==> src/design/tsm_regs.vh <==
// Register offsets, field positions, reset values and selector codes for the test output mux.
`ifndef TSM_REGS_VH
`define TSM_REGS_VH
`define TSM_PIN_CONFIG_OFFSET 12'h000
`define TSM_STATUS_OFFSET 12'h004
`define TSM_FIRST_SEL_LSB 0
`define TSM_SECOND_SEL_LSB 8
`define TSM_SEL_WIDTH 5
`define TSM_PIN_CONFIG_RESET 32'h00000000
`define TSM_SEL_NORMAL 5'h00
`define TSM_SEL_ADC_LSB 5'h01
`define TSM_SEL_PULSE 5'h02
`define TSM_SEL_LOCK 5'h03
`define TSM_SEL_MOD_A 5'h04
`define TSM_SEL_MOD_B 5'h05
`define TSM_SEL_PD_SYNTH 5'h06
`define TSM_SEL_PD_CONV 5'h07
`define TSM_SEL_PD_VGA 5'h08
`define TSM_SEL_PD_BPF 5'h09
`define TSM_SEL_PD_LNA 5'h0A
`define TSM_SEL_PD_PA 5'h0B
`define TSM_SEL_12 5'h0C
`define TSM_SEL_13 5'h0D
`define TSM_SEL_14 5'h0E
`define TSM_SEL_GAINMODE 5'h0F
`define TSM_SEL_VGA_GAIN 5'h10
`define TSM_SEL_17 5'h11
`define TSM_SEL_23 5'h17
`define TSM_SEL_24 5'h18
`define TSM_SEL_REF 5'h19
`define TSM_SEL_DIV 5'h1A
`define TSM_SEL_WIN 5'h1B
`define TSM_SEL_WIN_SYNC 5'h1C
`define TSM_SEL_CONV_CLK 5'h1D
`define TSM_SEL_ZERO 5'h1E
`define TSM_SEL_ONE 5'h1F
`endif

==> src/design/tsm_test_signal_output_mux.v <==
// Test signal output multiplexer for the channel clear and frame start pins, with APB registers.
`timescale 1ns/1ps
`include "tsm_regs.vh"
// How it works
// - Select zero passes the pin's normal function.
// - First pin, select 2: late resync pulse.
// - Second pin, select 2: early resync pulse.
// - First pin, select 12: gain change pulse.
// - Select 3 shows synthesizer lock flag.
// - First pin 4/5: modulator chip, bit clocks.
// - Second pin 4/5: modulator chip, bit streams.
// - Selects 6 to 11: power-down controls.
// - Select 1: converter LSB, Q first, I second.
// - First pin 23: eight meg clock; second reserved.
// - First pin 24: crystal stable flag.
// - Selects 25, 26: synth reference, divided signals.
// - Selects 27, 28: lock window, synchronised window.
// - Peak detector stages on selects 12 to 14; first pin only on 13 and 14.
// - Selects 15, 16: gain mode, VGA gain bits.
// - Select 17: peak reset or filter clock.
// - 24 comparator, 29 converter clocks, 30/31 constants.
module tsm_test_signal_output_mux (
   input wire pclk,
   input wire presetn,
   input wire psel,
   input wire penable,
   input wire pwrite,
   input wire [11:0] paddr,
   input wire [31:0] pwdata,
   output reg [31:0] prdata,
   output reg pready,
   output reg pslverr,
   input wire channel_clear_in,
   input wire frame_start_in,
   input wire adc_q_lsb,
   input wire adc_i_lsb,
   input wire demod_late_pulse,
   input wire demod_early_pulse,
   input wire gain_change_pulse,
   input wire synth_lock_flag,
   input wire modulator_chip_rate_clock,
   input wire modulator_bit_rate_clock,
   input wire modulator_chip_stream,
   input wire modulator_bit_stream,
   input wire [5:0] power_down_controls,
   input wire [4:0] vga_peak_detect,
   input wire [1:0] frontend_gain_mode,
   input wire [1:0] vga_gain,
   input wire peak_reset_n,
   input wire rx_filter_calibration_clock,
   input wire eight_meg_clock_in,
   input wire crystal_stable_flag,
   input wire synth_reference_signal,
   input wire synth_divided_signal,
   input wire synth_lock_window,
   input wire synth_lock_window_sync,
   input wire synth_freq_comparator_out,
   input wire converter_clock_one,
   input wire converter_clock_two,
   output reg channel_clear_pin,
   output reg frame_start_pin,
   output reg eight_meg_clock_out
);
   reg [4:0] first_pin_test_select;
   reg [4:0] second_pin_test_select;
   reg [4:0] next_first_pin_test_select;
   reg [4:0] next_second_pin_test_select;
   reg next_channel_clear_pin;
   reg next_frame_start_pin;
   reg next_eight_meg_clock_out;
   reg [31:0] next_prdata;
   reg next_pready;
   reg next_pslverr;
   wire common_first;
   wire common_second;
   wire apb_access;
   wire apb_first_cycle;
   wire apb_handshake;
   wire apb_write;
   wire apb_read;
   wire config_hit;
   wire status_hit;
   wire addr_hit;

   // Signals shared by both pins; returns low for codes it does not own.
   function common_sel;
      input [4:0] sel;
      input lock;
      input [5:0] pd;
      input ref_sig;
      input div_sig;
      input win;
      input win_sync;
      begin
         case (sel)
            `TSM_SEL_LOCK: common_sel = lock;
            `TSM_SEL_PD_SYNTH: common_sel = pd[0];
            `TSM_SEL_PD_CONV: common_sel = pd[1];
            `TSM_SEL_PD_VGA: common_sel = pd[2];
            `TSM_SEL_PD_BPF: common_sel = pd[3];
            `TSM_SEL_PD_LNA: common_sel = pd[4];
            `TSM_SEL_PD_PA: common_sel = pd[5];
            `TSM_SEL_REF: common_sel = ref_sig;
            `TSM_SEL_DIV: common_sel = div_sig;
            `TSM_SEL_WIN: common_sel = win;
            `TSM_SEL_WIN_SYNC: common_sel = win_sync;
            `TSM_SEL_ONE: common_sel = 1'b1;
            default: common_sel = 1'b0;
         endcase
      end
   endfunction

   // Read-back image of the configuration register; unused bits read as zero.
   function [31:0] config_word;
      input [4:0] first_sel;
      input [4:0] second_sel;
      begin
         config_word = 32'h00000000;
         config_word[`TSM_FIRST_SEL_LSB +: `TSM_SEL_WIDTH] = first_sel;
         config_word[`TSM_SECOND_SEL_LSB +: `TSM_SEL_WIDTH] = second_sel;
      end
   endfunction

   // Read-back image of the status register.
   function [31:0] status_word;
      input clear_pin;
      input start_pin;
      input lock;
      input xtal_stable;
      begin
         status_word = 32'h00000000;
         status_word[0] = clear_pin;
         status_word[1] = start_pin;
         status_word[2] = lock;
         status_word[3] = xtal_stable;
      end
   endfunction

   assign apb_access = psel & penable;
   assign apb_first_cycle = apb_access & ~pready;
   assign apb_handshake = apb_access & pready;
   assign apb_write = apb_handshake & pwrite;
   assign apb_read = apb_first_cycle & ~pwrite;
   assign config_hit = (paddr == `TSM_PIN_CONFIG_OFFSET);
   assign status_hit = (paddr == `TSM_STATUS_OFFSET);
   assign addr_hit = config_hit | status_hit;

   assign common_first = common_sel(
      first_pin_test_select,
      synth_lock_flag,
      power_down_controls,
      synth_reference_signal,
      synth_divided_signal,
      synth_lock_window,
      synth_lock_window_sync);
   assign common_second = common_sel(
      second_pin_test_select,
      synth_lock_flag,
      power_down_controls,
      synth_reference_signal,
      synth_divided_signal,
      synth_lock_window,
      synth_lock_window_sync);

   // One wait state: pready rises after the first access cycle and falls after the handshake,
   // so read data is captured once and stands while pready is high.
   always @* begin
      next_pready = apb_first_cycle;
      next_pslverr = apb_first_cycle & ~addr_hit;
      next_prdata = prdata;
      if (apb_read) begin
         if (config_hit) begin
            next_prdata = config_word(first_pin_test_select, second_pin_test_select);
         end else if (status_hit) begin
            next_prdata = status_word(channel_clear_pin, frame_start_pin, synth_lock_flag,
               crystal_stable_flag);
         end else begin
            next_prdata = 32'h00000000;
         end
      end
   end

   // A write lands at the handshake edge, the one at which the master samples pready high.
   always @* begin
      next_first_pin_test_select = first_pin_test_select;
      next_second_pin_test_select = second_pin_test_select;
      if (apb_write && config_hit) begin
         next_first_pin_test_select = pwdata[`TSM_FIRST_SEL_LSB +: `TSM_SEL_WIDTH];
         next_second_pin_test_select = pwdata[`TSM_SECOND_SEL_LSB +: `TSM_SEL_WIDTH];
      end
   end

   // Pulse inputs share the clock and pass one register, so a one-cycle pulse stays one wide.
   always @* begin
      next_eight_meg_clock_out = 1'b0;
      case (first_pin_test_select)
         `TSM_SEL_NORMAL: begin
            next_channel_clear_pin = channel_clear_in;
         end
         `TSM_SEL_ADC_LSB: begin
            next_channel_clear_pin = adc_q_lsb;
         end
         `TSM_SEL_PULSE: begin
            next_channel_clear_pin = demod_late_pulse;
         end
         `TSM_SEL_MOD_A: begin
            next_channel_clear_pin = modulator_chip_rate_clock;
         end
         `TSM_SEL_MOD_B: begin
            next_channel_clear_pin = modulator_bit_rate_clock;
         end
         `TSM_SEL_12: begin
            next_channel_clear_pin = gain_change_pulse;
         end
         `TSM_SEL_13: begin
            next_channel_clear_pin = vga_peak_detect[1];
         end
         `TSM_SEL_14: begin
            next_channel_clear_pin = vga_peak_detect[3];
         end
         `TSM_SEL_GAINMODE: begin
            next_channel_clear_pin = frontend_gain_mode[1];
         end
         `TSM_SEL_VGA_GAIN: begin
            next_channel_clear_pin = vga_gain[1];
         end
         `TSM_SEL_17: begin
            next_channel_clear_pin = peak_reset_n;
         end
         5'h12: begin
            next_channel_clear_pin = 1'b0;
         end
         5'h13: begin
            next_channel_clear_pin = 1'b0;
         end
         5'h14: begin
            next_channel_clear_pin = 1'b0;
         end
         5'h15: begin
            next_channel_clear_pin = 1'b0;
         end
         5'h16: begin
            next_channel_clear_pin = 1'b0;
         end
         `TSM_SEL_23: begin
            next_channel_clear_pin = eight_meg_clock_in;
            next_eight_meg_clock_out = eight_meg_clock_in;
         end
         `TSM_SEL_24: begin
            next_channel_clear_pin = crystal_stable_flag;
         end
         `TSM_SEL_CONV_CLK: begin
            next_channel_clear_pin = converter_clock_one;
         end
         default: begin
            next_channel_clear_pin = common_first;
         end
      endcase
   end

   always @* begin
      case (second_pin_test_select)
         `TSM_SEL_NORMAL: begin
            next_frame_start_pin = frame_start_in;
         end
         `TSM_SEL_ADC_LSB: begin
            next_frame_start_pin = adc_i_lsb;
         end
         `TSM_SEL_PULSE: begin
            next_frame_start_pin = demod_early_pulse;
         end
         `TSM_SEL_MOD_A: begin
            next_frame_start_pin = modulator_chip_stream;
         end
         `TSM_SEL_MOD_B: begin
            next_frame_start_pin = modulator_bit_stream;
         end
         `TSM_SEL_12: begin
            next_frame_start_pin = vga_peak_detect[0];
         end
         `TSM_SEL_13: begin
            next_frame_start_pin = vga_peak_detect[2];
         end
         `TSM_SEL_14: begin
            next_frame_start_pin = vga_peak_detect[4];
         end
         `TSM_SEL_GAINMODE: begin
            next_frame_start_pin = frontend_gain_mode[0];
         end
         `TSM_SEL_VGA_GAIN: begin
            next_frame_start_pin = vga_gain[0];
         end
         `TSM_SEL_17: begin
            next_frame_start_pin = rx_filter_calibration_clock;
         end
         5'h12: begin
            next_frame_start_pin = 1'b0;
         end
         5'h13: begin
            next_frame_start_pin = 1'b0;
         end
         5'h14: begin
            next_frame_start_pin = 1'b0;
         end
         5'h15: begin
            next_frame_start_pin = 1'b0;
         end
         5'h16: begin
            next_frame_start_pin = 1'b0;
         end
         `TSM_SEL_23: begin
            next_frame_start_pin = 1'b0;
         end
         `TSM_SEL_24: begin
            next_frame_start_pin = synth_freq_comparator_out;
         end
         `TSM_SEL_CONV_CLK: begin
            next_frame_start_pin = converter_clock_two;
         end
         default: begin
            next_frame_start_pin = common_second;
         end
      endcase
   end

   // Both selects leave reset at zero, so the pins start with their normal functions.
   always @(posedge pclk or negedge presetn) begin
      if (!presetn) begin
         first_pin_test_select <= `TSM_SEL_NORMAL;
         second_pin_test_select <= `TSM_SEL_NORMAL;
      end else begin
         first_pin_test_select <= next_first_pin_test_select;
         second_pin_test_select <= next_second_pin_test_select;
      end
   end

   always @(posedge pclk or negedge presetn) begin
      if (!presetn) begin
         prdata <= 32'h00000000;
         pready <= 1'b0;
         pslverr <= 1'b0;
      end else begin
         prdata <= next_prdata;
         pready <= next_pready;
         pslverr <= next_pslverr;
      end
   end

   always @(posedge pclk or negedge presetn) begin
      if (!presetn) begin
         channel_clear_pin <= 1'b0;
         frame_start_pin <= 1'b0;
         eight_meg_clock_out <= 1'b0;
      end else begin
         channel_clear_pin <= next_channel_clear_pin;
         frame_start_pin <= next_frame_start_pin;
         eight_meg_clock_out <= next_eight_meg_clock_out;
      end
   end
endmodule // tsm_test_signal_output_mux

==> config.mk <==
export PLATFORM = sky130hd
export DESIGN_NAME = tsm_test_signal_output_mux
export DESIGN_NICKNAME = d
export VERILOG_FILES = /design/src/design/tsm_test_signal_output_mux.v
export VERILOG_INCLUDE_DIRS = /design/src /design/src/design
export SDC_FILE = /design/constraint.sdc
export NUM_CORES = 1
export LEC_CHECK = 0
export BUFFER_PORTS_ARGS = -buffer_cell sky130_fd_sc_hd__buf_2
export CORE_MARGIN = 3
export CORE_UTILIZATION = 41
export DETAILED_ROUTE_END_ITERATION = 10
export MAX_ROUTING_LAYER = met4
export PLACE_DENSITY = 0.77
export SYNTH_ARGS = -nofsm -noshare
export SYNTH_HDL_FRONTEND = slang
export SYNTH_SLANG_ARGS = --single-unit
==> constraint.sdc <==
create_clock -name pclk -period 2 [get_ports pclk]
set_clock_uncertainty 0.05 [all_clocks]
set_input_delay 0.1 -clock pclk [delete_from_list [all_inputs] [get_ports pclk]]
set_output_delay 0.1 -clock pclk [all_outputs]
set_load 0.03 [all_outputs]
After elaboration in Yosys (flattened, before gate mapping)

Cells that the tools add are included.

Shifts and indexed selects: 0
$add $sub $neg: 0
Bitwise logic cells: 10
Reductions and logical operators: 6
$lt $le $gt $ge: 0
Equal/unequal tests: 61
Div/mod/pow operators: 0
Multiply operators: 0
Mux-type cells: 7

Operators by type and width:

| operator                                             | number |
|---|---|
| equality test 5 bit, second input constant           | 30 |
| equality test 5 x 4 -> 1 bit, second input constant  | 16 |
| equality test 5 x 3 -> 1 bit, second input constant  | 8 |
| 2-to-1 mux 32 bit                                    | 1 |
| case mux 1 bit (12 select lines)                     | 2 |
| equality test 5 x 2 -> 1 bit, second input constant  | 4 |
| case mux 1 bit (15 select lines)                     | 1 |
| case mux 1 bit (14 select lines)                     | 1 |
| equality test 12 x 3 -> 1 bit, second input constant | 1 |
| logical NOT 12 bit                                   | 1 |
| equality test 5 x 1 -> 1 bit, second input constant  | 2 |
| logical NOT 5 bit                                    | 2 |
| AND 1 bit                                            | 6 |
| OR reduction 6 bit                                   | 1 |
| OR reduction 5 bit                                   | 1 |
| 2-to-1 mux 4 bit                                     | 1 |
| inverter 1 bit                                       | 3 |
| logical AND 1 bit                                    | 1 |
| 2-to-1 mux 1 bit                                     | 1 |
| OR 1 bit                                             | 1 |

Bits of input ports: 87
Register bits: 47
Bits in read-only memories: 0
Bits in writable memories: 0
Word-level logic and storage cells: 92
Output and inout port bits: 37
Memories kept: 0
Bits in latches: 0

Logic depth before layout (Yosys ltp)

Gate-level depths: netlist of run 1.

Depth in word-level cells: 4
Gate-level depth with buffers: 7
Depth with buffers taken out: 5

Worst setup path after synthesis of run 1

No wires, ideal clock.

Path type: flip-flop to flip-flop
Start point: register pready
End point: register first_pin_test_select[0]
Data arrival time: 1352 ps
Slack: 473 ps
Buffers on the path: 1
Required time: 1825 ps
Stages on the path, launching flop included: 5
Setup time: 125 ps
Period minus slack after synthesis: 1527 ps
Cells stage by stage: dfrtp_1 -> nor3b_1 -> and3_1 -> buf_6 -> mux2_2

Cells in the longest elaborated chain, start to end: 3

Ends and longest elaborated chain:

| item                     | RTL line                         | text |
|---|---|---|
| start: declaration       | tsm_test_signal_output_mux.v:31  | `output reg pready,` |
| start signal: assignment | tsm_test_signal_output_mux.v:344 | `pready <= next_pready;` |
| AND 1 bit                | tsm_test_signal_output_mux.v:141 | `assign apb_handshake = apb_access & pready;` |
| AND 1 bit                | tsm_test_signal_output_mux.v:142 | `assign apb_write = apb_handshake & pwrite;` |
| logical AND 1 bit        | tsm_test_signal_output_mux.v:187 | `if (apb_write && config_hit) begin` |
| end signal: assignment   | tsm_test_signal_output_mux.v:329 | `` first_pin_test_select <= `TSM_SEL_NORMAL; `` |
| end signal: assignment   | tsm_test_signal_output_mux.v:332 | `first_pin_test_select <= next_first_pin_test_select;` |
| end: declaration         | tsm_test_signal_output_mux.v:64  | `reg [4:0] first_pin_test_select;` |

No other way between the ends.
A chain may end at the register's enable or synchronous reset.

Worst setup path after layout of run 1

Start point: register first_pin_test_select[0]
End point: register channel_clear_pin

Cells in the longest elaborated chain, start to end: 3
Elaborated cells on any way between the ends: 34
Those cells by class: eq/ne (30); mux (2); reduce/logical (2)

Ends and longest elaborated chain:

| item                                                                   | RTL line                         | text |
|---|---|---|
| equality test 5 bit, or another cell as far along                      | tsm_test_signal_output_mux.v:95  | `case (sel)` |
| case mux 1 bit (12 select lines) or OR reduction 5 bit (tied branches) | -                                |  |
| case mux 1 bit (15 select lines) *                                     | tsm_test_signal_output_mux.v:196 | `case (first_pin_test_select)` |
| net next_channel_clear_pin                                             | tsm_test_signal_output_mux.v:68  | `reg next_channel_clear_pin;` |
| end signal: assignment                                                 | tsm_test_signal_output_mux.v:355 | `channel_clear_pin <= next_channel_clear_pin;` |
| end: declaration                                                       | tsm_test_signal_output_mux.v:60  | `output reg channel_clear_pin,` |

The timed path passes the listed nets; every way through them passes the cells marked *.

==> results of run 1 <==
## cell usage after synthesis (3+ instances only)
| cell type | count | area (µm²) |
|---|---|---|
| sky130_fd_sc_hd__buf_2 | 5 | 25.02 |
| sky130_fd_sc_hd__a21oi_1 | 4 | 20.02 |
| sky130_fd_sc_hd__a22o_1 | 7 | 61.31 |
| sky130_fd_sc_hd__nor3_1 | 4 | 20.02 |
| sky130_fd_sc_hd__nor2_1 | 5 | 18.77 |
| sky130_fd_sc_hd__nor3b_1 | 7 | 52.55 |
| sky130_fd_sc_hd__dfrtp_1 | 25 | 625.6 |
| sky130_fd_sc_hd__and3_1 | 3 | 18.77 |
| sky130_fd_sc_hd__clkbuf_1 | 4 | 15.01 |
| sky130_fd_sc_hd__nor4bb_1 | 3 | 30.03 |
| sky130_fd_sc_hd__mux2_2 | 11 | 123.9 |
| sky130_fd_sc_hd__nand3_1 | 3 | 15.01 |
| sky130_fd_sc_hd__buf_6 | 5 | 56.30 |
| sky130_fd_sc_hd__mux2i_1 | 13 | 130.1 |
| sky130_fd_sc_hd__nand2_1 | 14 | 52.55 |
| sky130_fd_sc_hd__buf_4 | 24 | 180.2 |
| sky130_fd_sc_hd__o21ai_0 | 7 | 35.03 |
## routing by layer
metal	GRT usage (%)	routed length [µm]	vias up	part of all wire [%]
li1	-	-	749	-
met3	4.769	318	6	7.7
met4	3.967	36	0	0.88
met5	-	0	-	0
met2	27.35	2018	57	49
met1	21.02	1740	721	42
## area by class of cell
class	instances	area [µm²]
Multi-Input combinational cell	136	949.7
Clock buffer	4	45.04
Tap cell	50	62.56
Timing Repair Buffer	84	435.4
Fill cell	388	1968
Sequential cell	25	625.6
## logic make-up (layout without fill, tap and decap cells)
kind of cell,Yosys count,after routing,synth area share [%]
and+or+nand+nor,52,52,16.89
buffers and inverters,39,88,15.83
DFF,25,25,35.19
other,1,22,0.2109
AOI/OAI and AO/OA,34,34,13.58
muxes,28,28,18.30
## worst max-delay path by stage
stage	slack, ns	end	from	cells after the start
floorplan	0.47	first_pin_test_select[0]	pready	4
global placement	0.34	channel_clear_pin	first_pin_test_select[0]	5
detailed placement	0.34	channel_clear_pin	first_pin_test_select[0]	5
CTS	0.31	channel_clear_pin	first_pin_test_select[0]	5
global route	0.19	channel_clear_pin	first_pin_test_select[0]	5
finish	0.32	channel_clear_pin	first_pin_test_select[0]	5
## power by group
group | internal [µW] | switching (µW) | total, µW
sequential | 509 | 2.94 | 512
clock | 143 | 157 | 299
combinational | 71.8 | 114 | 186
total | 723 | 274 | 998
## timing repair
| action | in CTS | in global routing |
|---|---|---|
| hold buffers | 1 | 0 |
| resized for setup | 0 | 0 |
| endpoints found under the hold margin | 25 | 0 |
## worst max-delay path: stages, from the launching register on
cell	delay, ns
sky130_fd_sc_hd__dfrtp_1	0.69
sky130_fd_sc_hd__mux2i_1	0.25
sky130_fd_sc_hd__mux2i_1	0.10
sky130_fd_sc_hd__a22oi_1	0.20
sky130_fd_sc_hd__nor2_1	0.06
sky130_fd_sc_hd__nand4b_1	0.19
## cells in the final DEF (no fill, tap or decap), drive strengths merged, types with 2 or more instances in the layout
cell type | Yosys | routed
o21ai | 9 | 9
nor4bb | 3 | 3
nand2b | 2 | 2
mux2 | 13 | 13
mux4 | 2 | 2
clkbuf | 5 | 4
nor3b | 7 | 7
mux2i | 13 | 13
nand2 | 14 | 14
nor3 | 4 | 4
dfrtp | 25 | 25
nand3 | 3 | 3
nor2 | 6 | 6
a22oi | 2 | 2
conb | 1 | 22
a21oi | 4 | 4
and3 | 3 | 3
nor4 | 2 | 2
a22o | 7 | 7
nand4b | 2 | 2
a31oi | 2 | 2
buf | 34 | 83
nor2b | 2 | 2
## sequential cells by signal, summed over array words and instances (netlist names)
name and count:
prdata 10, eight_meg_clock_out 1, second_pin_test_select 5, pready 1, frame_start_pin 1, pslverr 1, first_pin_test_select 5, channel_clear_pin 1
## per-stage QoR
stage               hold WS, ns  cells  power [µW]
global route           0.004113    299        1052
global placement        0.05879    294       705.1
detailed placement      0.06702    294       707.0
finish                 0.008442    299       997.6
CTS                    0.005443    299        1006
floorplan               -0.2456    200       656.7
==> reports/summary.txt, run 1 <==
Hold Vio Cnt, Final: 0
Mapped cell area: 1778 µm²
Number of distinct library cell variants in the gate-level netlist after synthesis: 44
Wire length of the first global-routing pass: 6.768 mm
Number of global-route vias before repair: 1431
Reg2reg setup slack: 0.32 ns
Cells after Synth: 179
Number of vias in the routed layout: 1533
Number of cells on the worst hold path: 2
Result of the run: completed
Via-to-Cell Ratio: 5.127
Share of layout cells above drive strength 1: 40.96%
Pins over their slew limit: 0
Peak clock frequency supported by timing: 594.9 MHz
Standard cell area after detailed placement: 2063 µm²
Final setup violation count: 0
DRC violation count after routing: 0
WL per Instance: 13.76 µm
FFs w/ async S/R, synth: 100.0%
Clk_lat worst skew: 0.27 ns
Worst reg2reg path startpoint: first_pin_test_select[0]
RR Endpoint: channel_clear_pin
GP Congestion: 0.8213
Die Span Y: 71.85 µm
Power Dens Cells: 470.9 nW/µm²
Setup crit start kind: register
Total number of placement rows: 23
Number of top-level design ports: 124
Clock tree from TritonCTS: yes
Length in cells of the worst reg-to-reg path: 5
Largest voltage drop on the vdd net: 0.3912 mV
CTS buffer count: 3
Aggregate negative setup slack: 0 ns
X dimension of the die: 71.85 µm
EDFF count, synth: 0
CTS H-tree depth: 1
Starting density of the core: 43.51%
Detailed placement HPWL: 3.272 mm
Final worst path period need: 1.681 ns
Iteration count of the initial detailed-routing pass: 4
Endpoint of the worst hold-timing path: first_pin_test_select[4]
Leakage power: 0.001071 µW
Hold_sp: pwdata[4]
Signal arrival time at the worst endpoint: 1.77 ns
Total wirelength of the detailed-routed design: 4.113 mm
Max-Slew Margin vs Limit: 63.26%
Max-Cap Viols: 0
Core Region: 4086 µm²
Global route total overflow: 0
Nets: 337
Die Footprint: 5162 µm²
Antenna cell count: 0
Number of antenna violations at the first check in global routing: 0
All-layer global routing usage: 16.92%
Post-CTS Setup Repair Bufs: 0
Biggest fanout along the worst timing path: 16
Worst-path clk slew: 0.09 ns
Slew at the pin with the worst max-slew slack: 0.5510 ns
Register bit count reported by yosys: 25
Buffers from clock root to sink, at most: 2
IO buf count: 79
Syn. warnings: 0
Setup slack of the critical path after layout: 0.3191 ns
Min-Delay Path Class: input pin to register
Finished Core Util: 51.84%
Sequential element share of the synthesized area: 35.19%
Drt initial violations: 80
Clock root buffer: sky130_fd_sc_hd__clkbuf_8
CP Capture Type: register
Required arrival time at the worst endpoint: 2.09 ns
Largest net degree at the start of global routing: 26
Fraction of the cycle the final worst path needs: 84.04%
Flip-flop cell with the highest count after synthesis: sky130_fd_sc_hd__dfrtp_1
Unrepaired setup endpoints after global routing: no
Final Instance Area: 2118 µm²
Sinks on Clock Net: 25
Placement-stage worst setup slack: 0.3367 ns
Classification of the worst setup path: register to register
Average size of a mapped cell: 9.933 µm²
Number of routed nets with antenna violations: 0
Synth-to-layout area growth: 19.14%
Note: power is estimated with default switching activity, not from simulation.
==> inputs of run 2 (changes only) <==
Settings changed: ABC_AREA set to 1, CORE_UTILIZATION 41 to 43, PLACE_DENSITY 0.77 to 0.79.
Clock period 2 ns to 1.6 ns, I/O delays scaled along.
==> reports/summary.txt, run 2 <==
Result of the run: completed
Aggregate negative setup slack: 0 ns (unchanged)
Register bit count reported by yosys: 25 (unchanged)
IO buf count: 79 (unchanged)
Final worst path period need: 1.410 ns (-0.2712 ns)
Sequential element share of the synthesized area: 32.92% (-2.3 points)
Cells after Synth: 307 (+72%)
Fraction of the mapped netlist area in compound gates: 0.9875% (-13 points)
Nets: 478 (+42%)
Starting density of the core: 45.86% (+2.4 points)
Leakage power: 0.001432 µW (+34%)
Setup crit start kind: register
Share of layout cells above drive strength 1: 24.10% (-17 points)
Global route total overflow: 0 (unchanged)
Flip-flop cell with the highest count after synthesis: sky130_fd_sc_hd__dfrtp_1
Largest net degree at the start of global routing: 26 (unchanged)
Largest family of logic cells by synthesized area: simple AND/OR/NAND/NOR gates
Worst reg2reg path startpoint: first_pin_test_select[3]
Unrepaired setup endpoints after global routing: no
Most common cell on crit path: sky130_fd_sc_hd__nand2_1
WL per Instance: 11.13 µm (-19%)
Proportion of netlist area held by the largest area contributor: 32.92% (-2.3 points)
Sinks on Clock Net: 25 (unchanged)
Placement-stage worst setup slack: 0.2352 ns (-0.1015 ns)
Clk_lat worst skew: 0.27 ns (about the same)
GP Congestion: 0.8872 (+8.0%)
DRC violation count after routing: 0 (unchanged)
Detailed placement HPWL: 3.921 mm (+20%)
Post-synthesis simple-gate area fraction: 49.70% (+33 points)
Combinational cell fraction of total power: 18.4% (-0.3 points)
Most frequent cells after synthesis: 119 x sky130_fd_sc_hd__nand2_1, 45 x sky130_fd_sc_hd__nand3_1, 38 x sky130_fd_sc_hd__nor2_1
Number of distinct library cell variants in the gate-level netlist after synthesis: 20 (-55%)
Final Instance Area: 2371 µm² (+12%)
Most crowded layer after global routing: met2
Biggest fanout along the worst timing path: 7 (-9)
Largest stage delay on the critical path: 0.46 ns (-0.23 ns)
Number of routed nets with antenna violations: 0 (unchanged)
EDFF count, synth: 0 (unchanged)
Syn. warnings: 0 (unchanged)
Flop pwr share: 51.8% (+0.5 points)
Fin Hold WS: 0.0008708 ns (-0.007571 ns)
Hold_sp: pwdata[1]
Number of antenna violations at the first check in global routing: 0 (unchanged)
Total wirelength of the detailed-routed design: 4.895 mm (+19%)
Number of vias in the routed layout: 2127 (+39%)
Min-Delay Path Class: input pin to register
Max-Slew Margin vs Limit: 63.62% (+0.35 points)
Fraction of the cycle the final worst path needs: 88.11% (+4.1 points)
Number of instances resized during post-cts repair: 0 (unchanged)
Cell accounting for the most synthesized area: sky130_fd_sc_hd__dfrtp_1
Max-Cap Viols: 0 (unchanged)
Number of flip-flops in the largest register: 10 (unchanged)
Total number of placement rows: 23 (unchanged)
Hold Vio Cnt, Final: 0 (unchanged)
CTS buffer count: 3 (unchanged)
Power Dens Cells: 521.5 nW/µm² (+11%)
Clock root buffer: sky130_fd_sc_hd__clkbuf_8
Die Span Y: 72.48 µm (+0.88%)
First element of the critical path: first_pin_test_select[3]
Pins over their slew limit: 0 (unchanged)
Worst-path clk slew: 0.09 ns (about the same)
Number of top-level design ports: 124 (unchanged)
Met1 Track Usage GR: 24.18% (+3.2 points)
Antenna cell count: 0 (unchanged)
Cell at the slowest stage of the critical path: sky130_fd_sc_hd__dfrtp_1
Largest voltage drop on the vdd net: 0.3484 mV (-11%)
Slew at the pin with the worst max-slew slack: 0.5457 ns (-0.005324 ns)
Wire length of the first global-routing pass: 7.983 mm (+18%)
Power share of the clock group: 29.8% (-0.2 points)
Clock tree from TritonCTS: yes
CP Capture Type: register
List of cells traversed by the critical path: nor2_1 > nand2_1 > nand2_1 > nand2_1 > nand2_1 > nor2_1 > nand2_1 > nor2_1 > nand2_1
Regs by FF count: prdata (10), first_pin_test_select (5), second_pin_test_select (5)
Average size of a mapped cell: 6.191 µm² (-38%)
Commonest cells after routing, fill and taps aside: 119 x sky130_fd_sc_hd__nand2_1, 79 x sky130_fd_sc_hd__buf_2, 45 x sky130_fd_sc_hd__nand3_1
Iteration count of the initial detailed-routing pass: 4 (unchanged)
Number of global-route vias before repair: 1948 (+36%)
Total net switching power: 344.5 µW (+26%)
X dimension of the die: 72.48 µm (+0.88%)
CTS H-tree depth: 1 (unchanged)
Power after layout: 1236 µW (+24%)
Largest reg by FF count: prdata
All-layer global routing usage: 19.19% (+2.3 points)
Signal arrival time at the worst endpoint: 1.57 ns (-0.20 ns)
FFs w/ async S/R, synth: 100.0% (unchanged)
Multiplexer area fraction after synthesis: 0% (-18 points)
Met3 global-route usage: 3.878% (-0.89 points)
Die Footprint: 5253 µm² (+1.8%)
Via-to-Cell Ratio: 4.834 (-5.7%)
Classification of the worst setup path: register to register
Drt initial violations: 145 (+81%)
Most common library cell in the layout ignoring fill and taps: sky130_fd_sc_hd__nand2_1
Core Region: 4144 µm² (+1.4%)
Final setup violation count: 0 (unchanged)
Met2 track demand over resource in global routing: 32.25% (+4.9 points)
Mapped cell area: 1901 µm² (+6.9%)
Standard cell area after detailed placement: 2255 µm² (+9.3%)
Peak clock frequency supported by timing: 709.4 MHz (+19%)
Synth Area in XOR/XNOR: 0% (unchanged)
Buffers from clock root to sink, at most: 2 (unchanged)
Required arrival time at the worst endpoint: 1.76 ns (-0.33 ns)
Setup slack of the critical path after layout: 0.1903 ns (-0.1288 ns)
Int Pwr: 891.9 µW (+23%)
Leading post-synthesis cells by cell area: sky130_fd_sc_hd__dfrtp_1 33%, sky130_fd_sc_hd__nand2_1 24%, sky130_fd_sc_hd__nand3_1 12%
Switching power share of the total: 27.86% (+0.39 points)
Post-synthesis share of cell area spent on full adders, half adders and majority gates: 0% (unchanged)
Most frequent cell after synthesis: sky130_fd_sc_hd__nand2_1
Synth-to-layout area growth: 24.75%
## run 2: stage by stage
step / cells / utilization (%)
after global placement: 429 / 54.41
final: 440 / 57.22
after CTS: 440 / 57.22
after global routing: 440 / 57.22
after floorplan: 328 / -
after detailed placement: 429 / 54.41
## run 2: cells by family after synthesis
logic type,Yosys count
AO/OA/AOI/OAI,3
buffers and inverters,54
flip-flops,25
other,1
AND/OR/NAND/NOR,224
## run 2: final timing paths
path / endpoint / slack [ns] / cells past startpoint
min in group asynchronous: prdata[12] / 0.28 / 2
min reg2reg: pready / 0.42 / 1
max reg2reg: channel_clear_pin / 0.19 / 9
min: first_pin_test_select[1] / 0.0009 / 3
max in group asynchronous: first_pin_test_select[0] / 0.86 / 2
max: channel_clear_pin / 0.19 / 9
## run 2: metal layers
metal  routed length, µm  vias to the layer above
li1                    -                     1098
met3                 399                        9
met5                   0                        -
met2                2330                       82
met1                2102                      938
met4                  62                        0
## run 2: timing repair
item	4_1_cts	5_1_grt
hold buffers	7	0
setup endpoints to repair	0	0
buffers inserted	0	0
endpoints found under the hold margin	31	0
## run 2: critical path, delay by kind of cell (launching register included)
kind	cells	cell delay, ns
DFF	1	0.46
and+or+nand+nor	9	0.82
## run 2: final cells by class
| class | count | area (µm²) |
|---|---|---|
| Fill cell | 418 | 1773 |
| Multi-Input combinational cell | 249 | 1046 |
| Sequential cell | 25 | 625.6 |
| Timing Repair Buffer | 90 | 508.0 |
| Inverter | 22 | 82.58 |
| Tap cell | 50 | 62.56 |
| Clock buffer | 3 | 41.29 |
| Clock inverter | 1 | 5.005 |
## run 2: power groups by stage
stage / clock, µW / sequential, µW / combinational, µW
2_1_floorplan: 0 / 663 / 136
3_3_place_gp: 0 / 653 / 212
3_5_place_dp: 0 / 653 / 213
4_1_cts: 377 / 640 / 227
5_1_grt: 405 / 641 / 249
6_report: 368 / 640 / 228
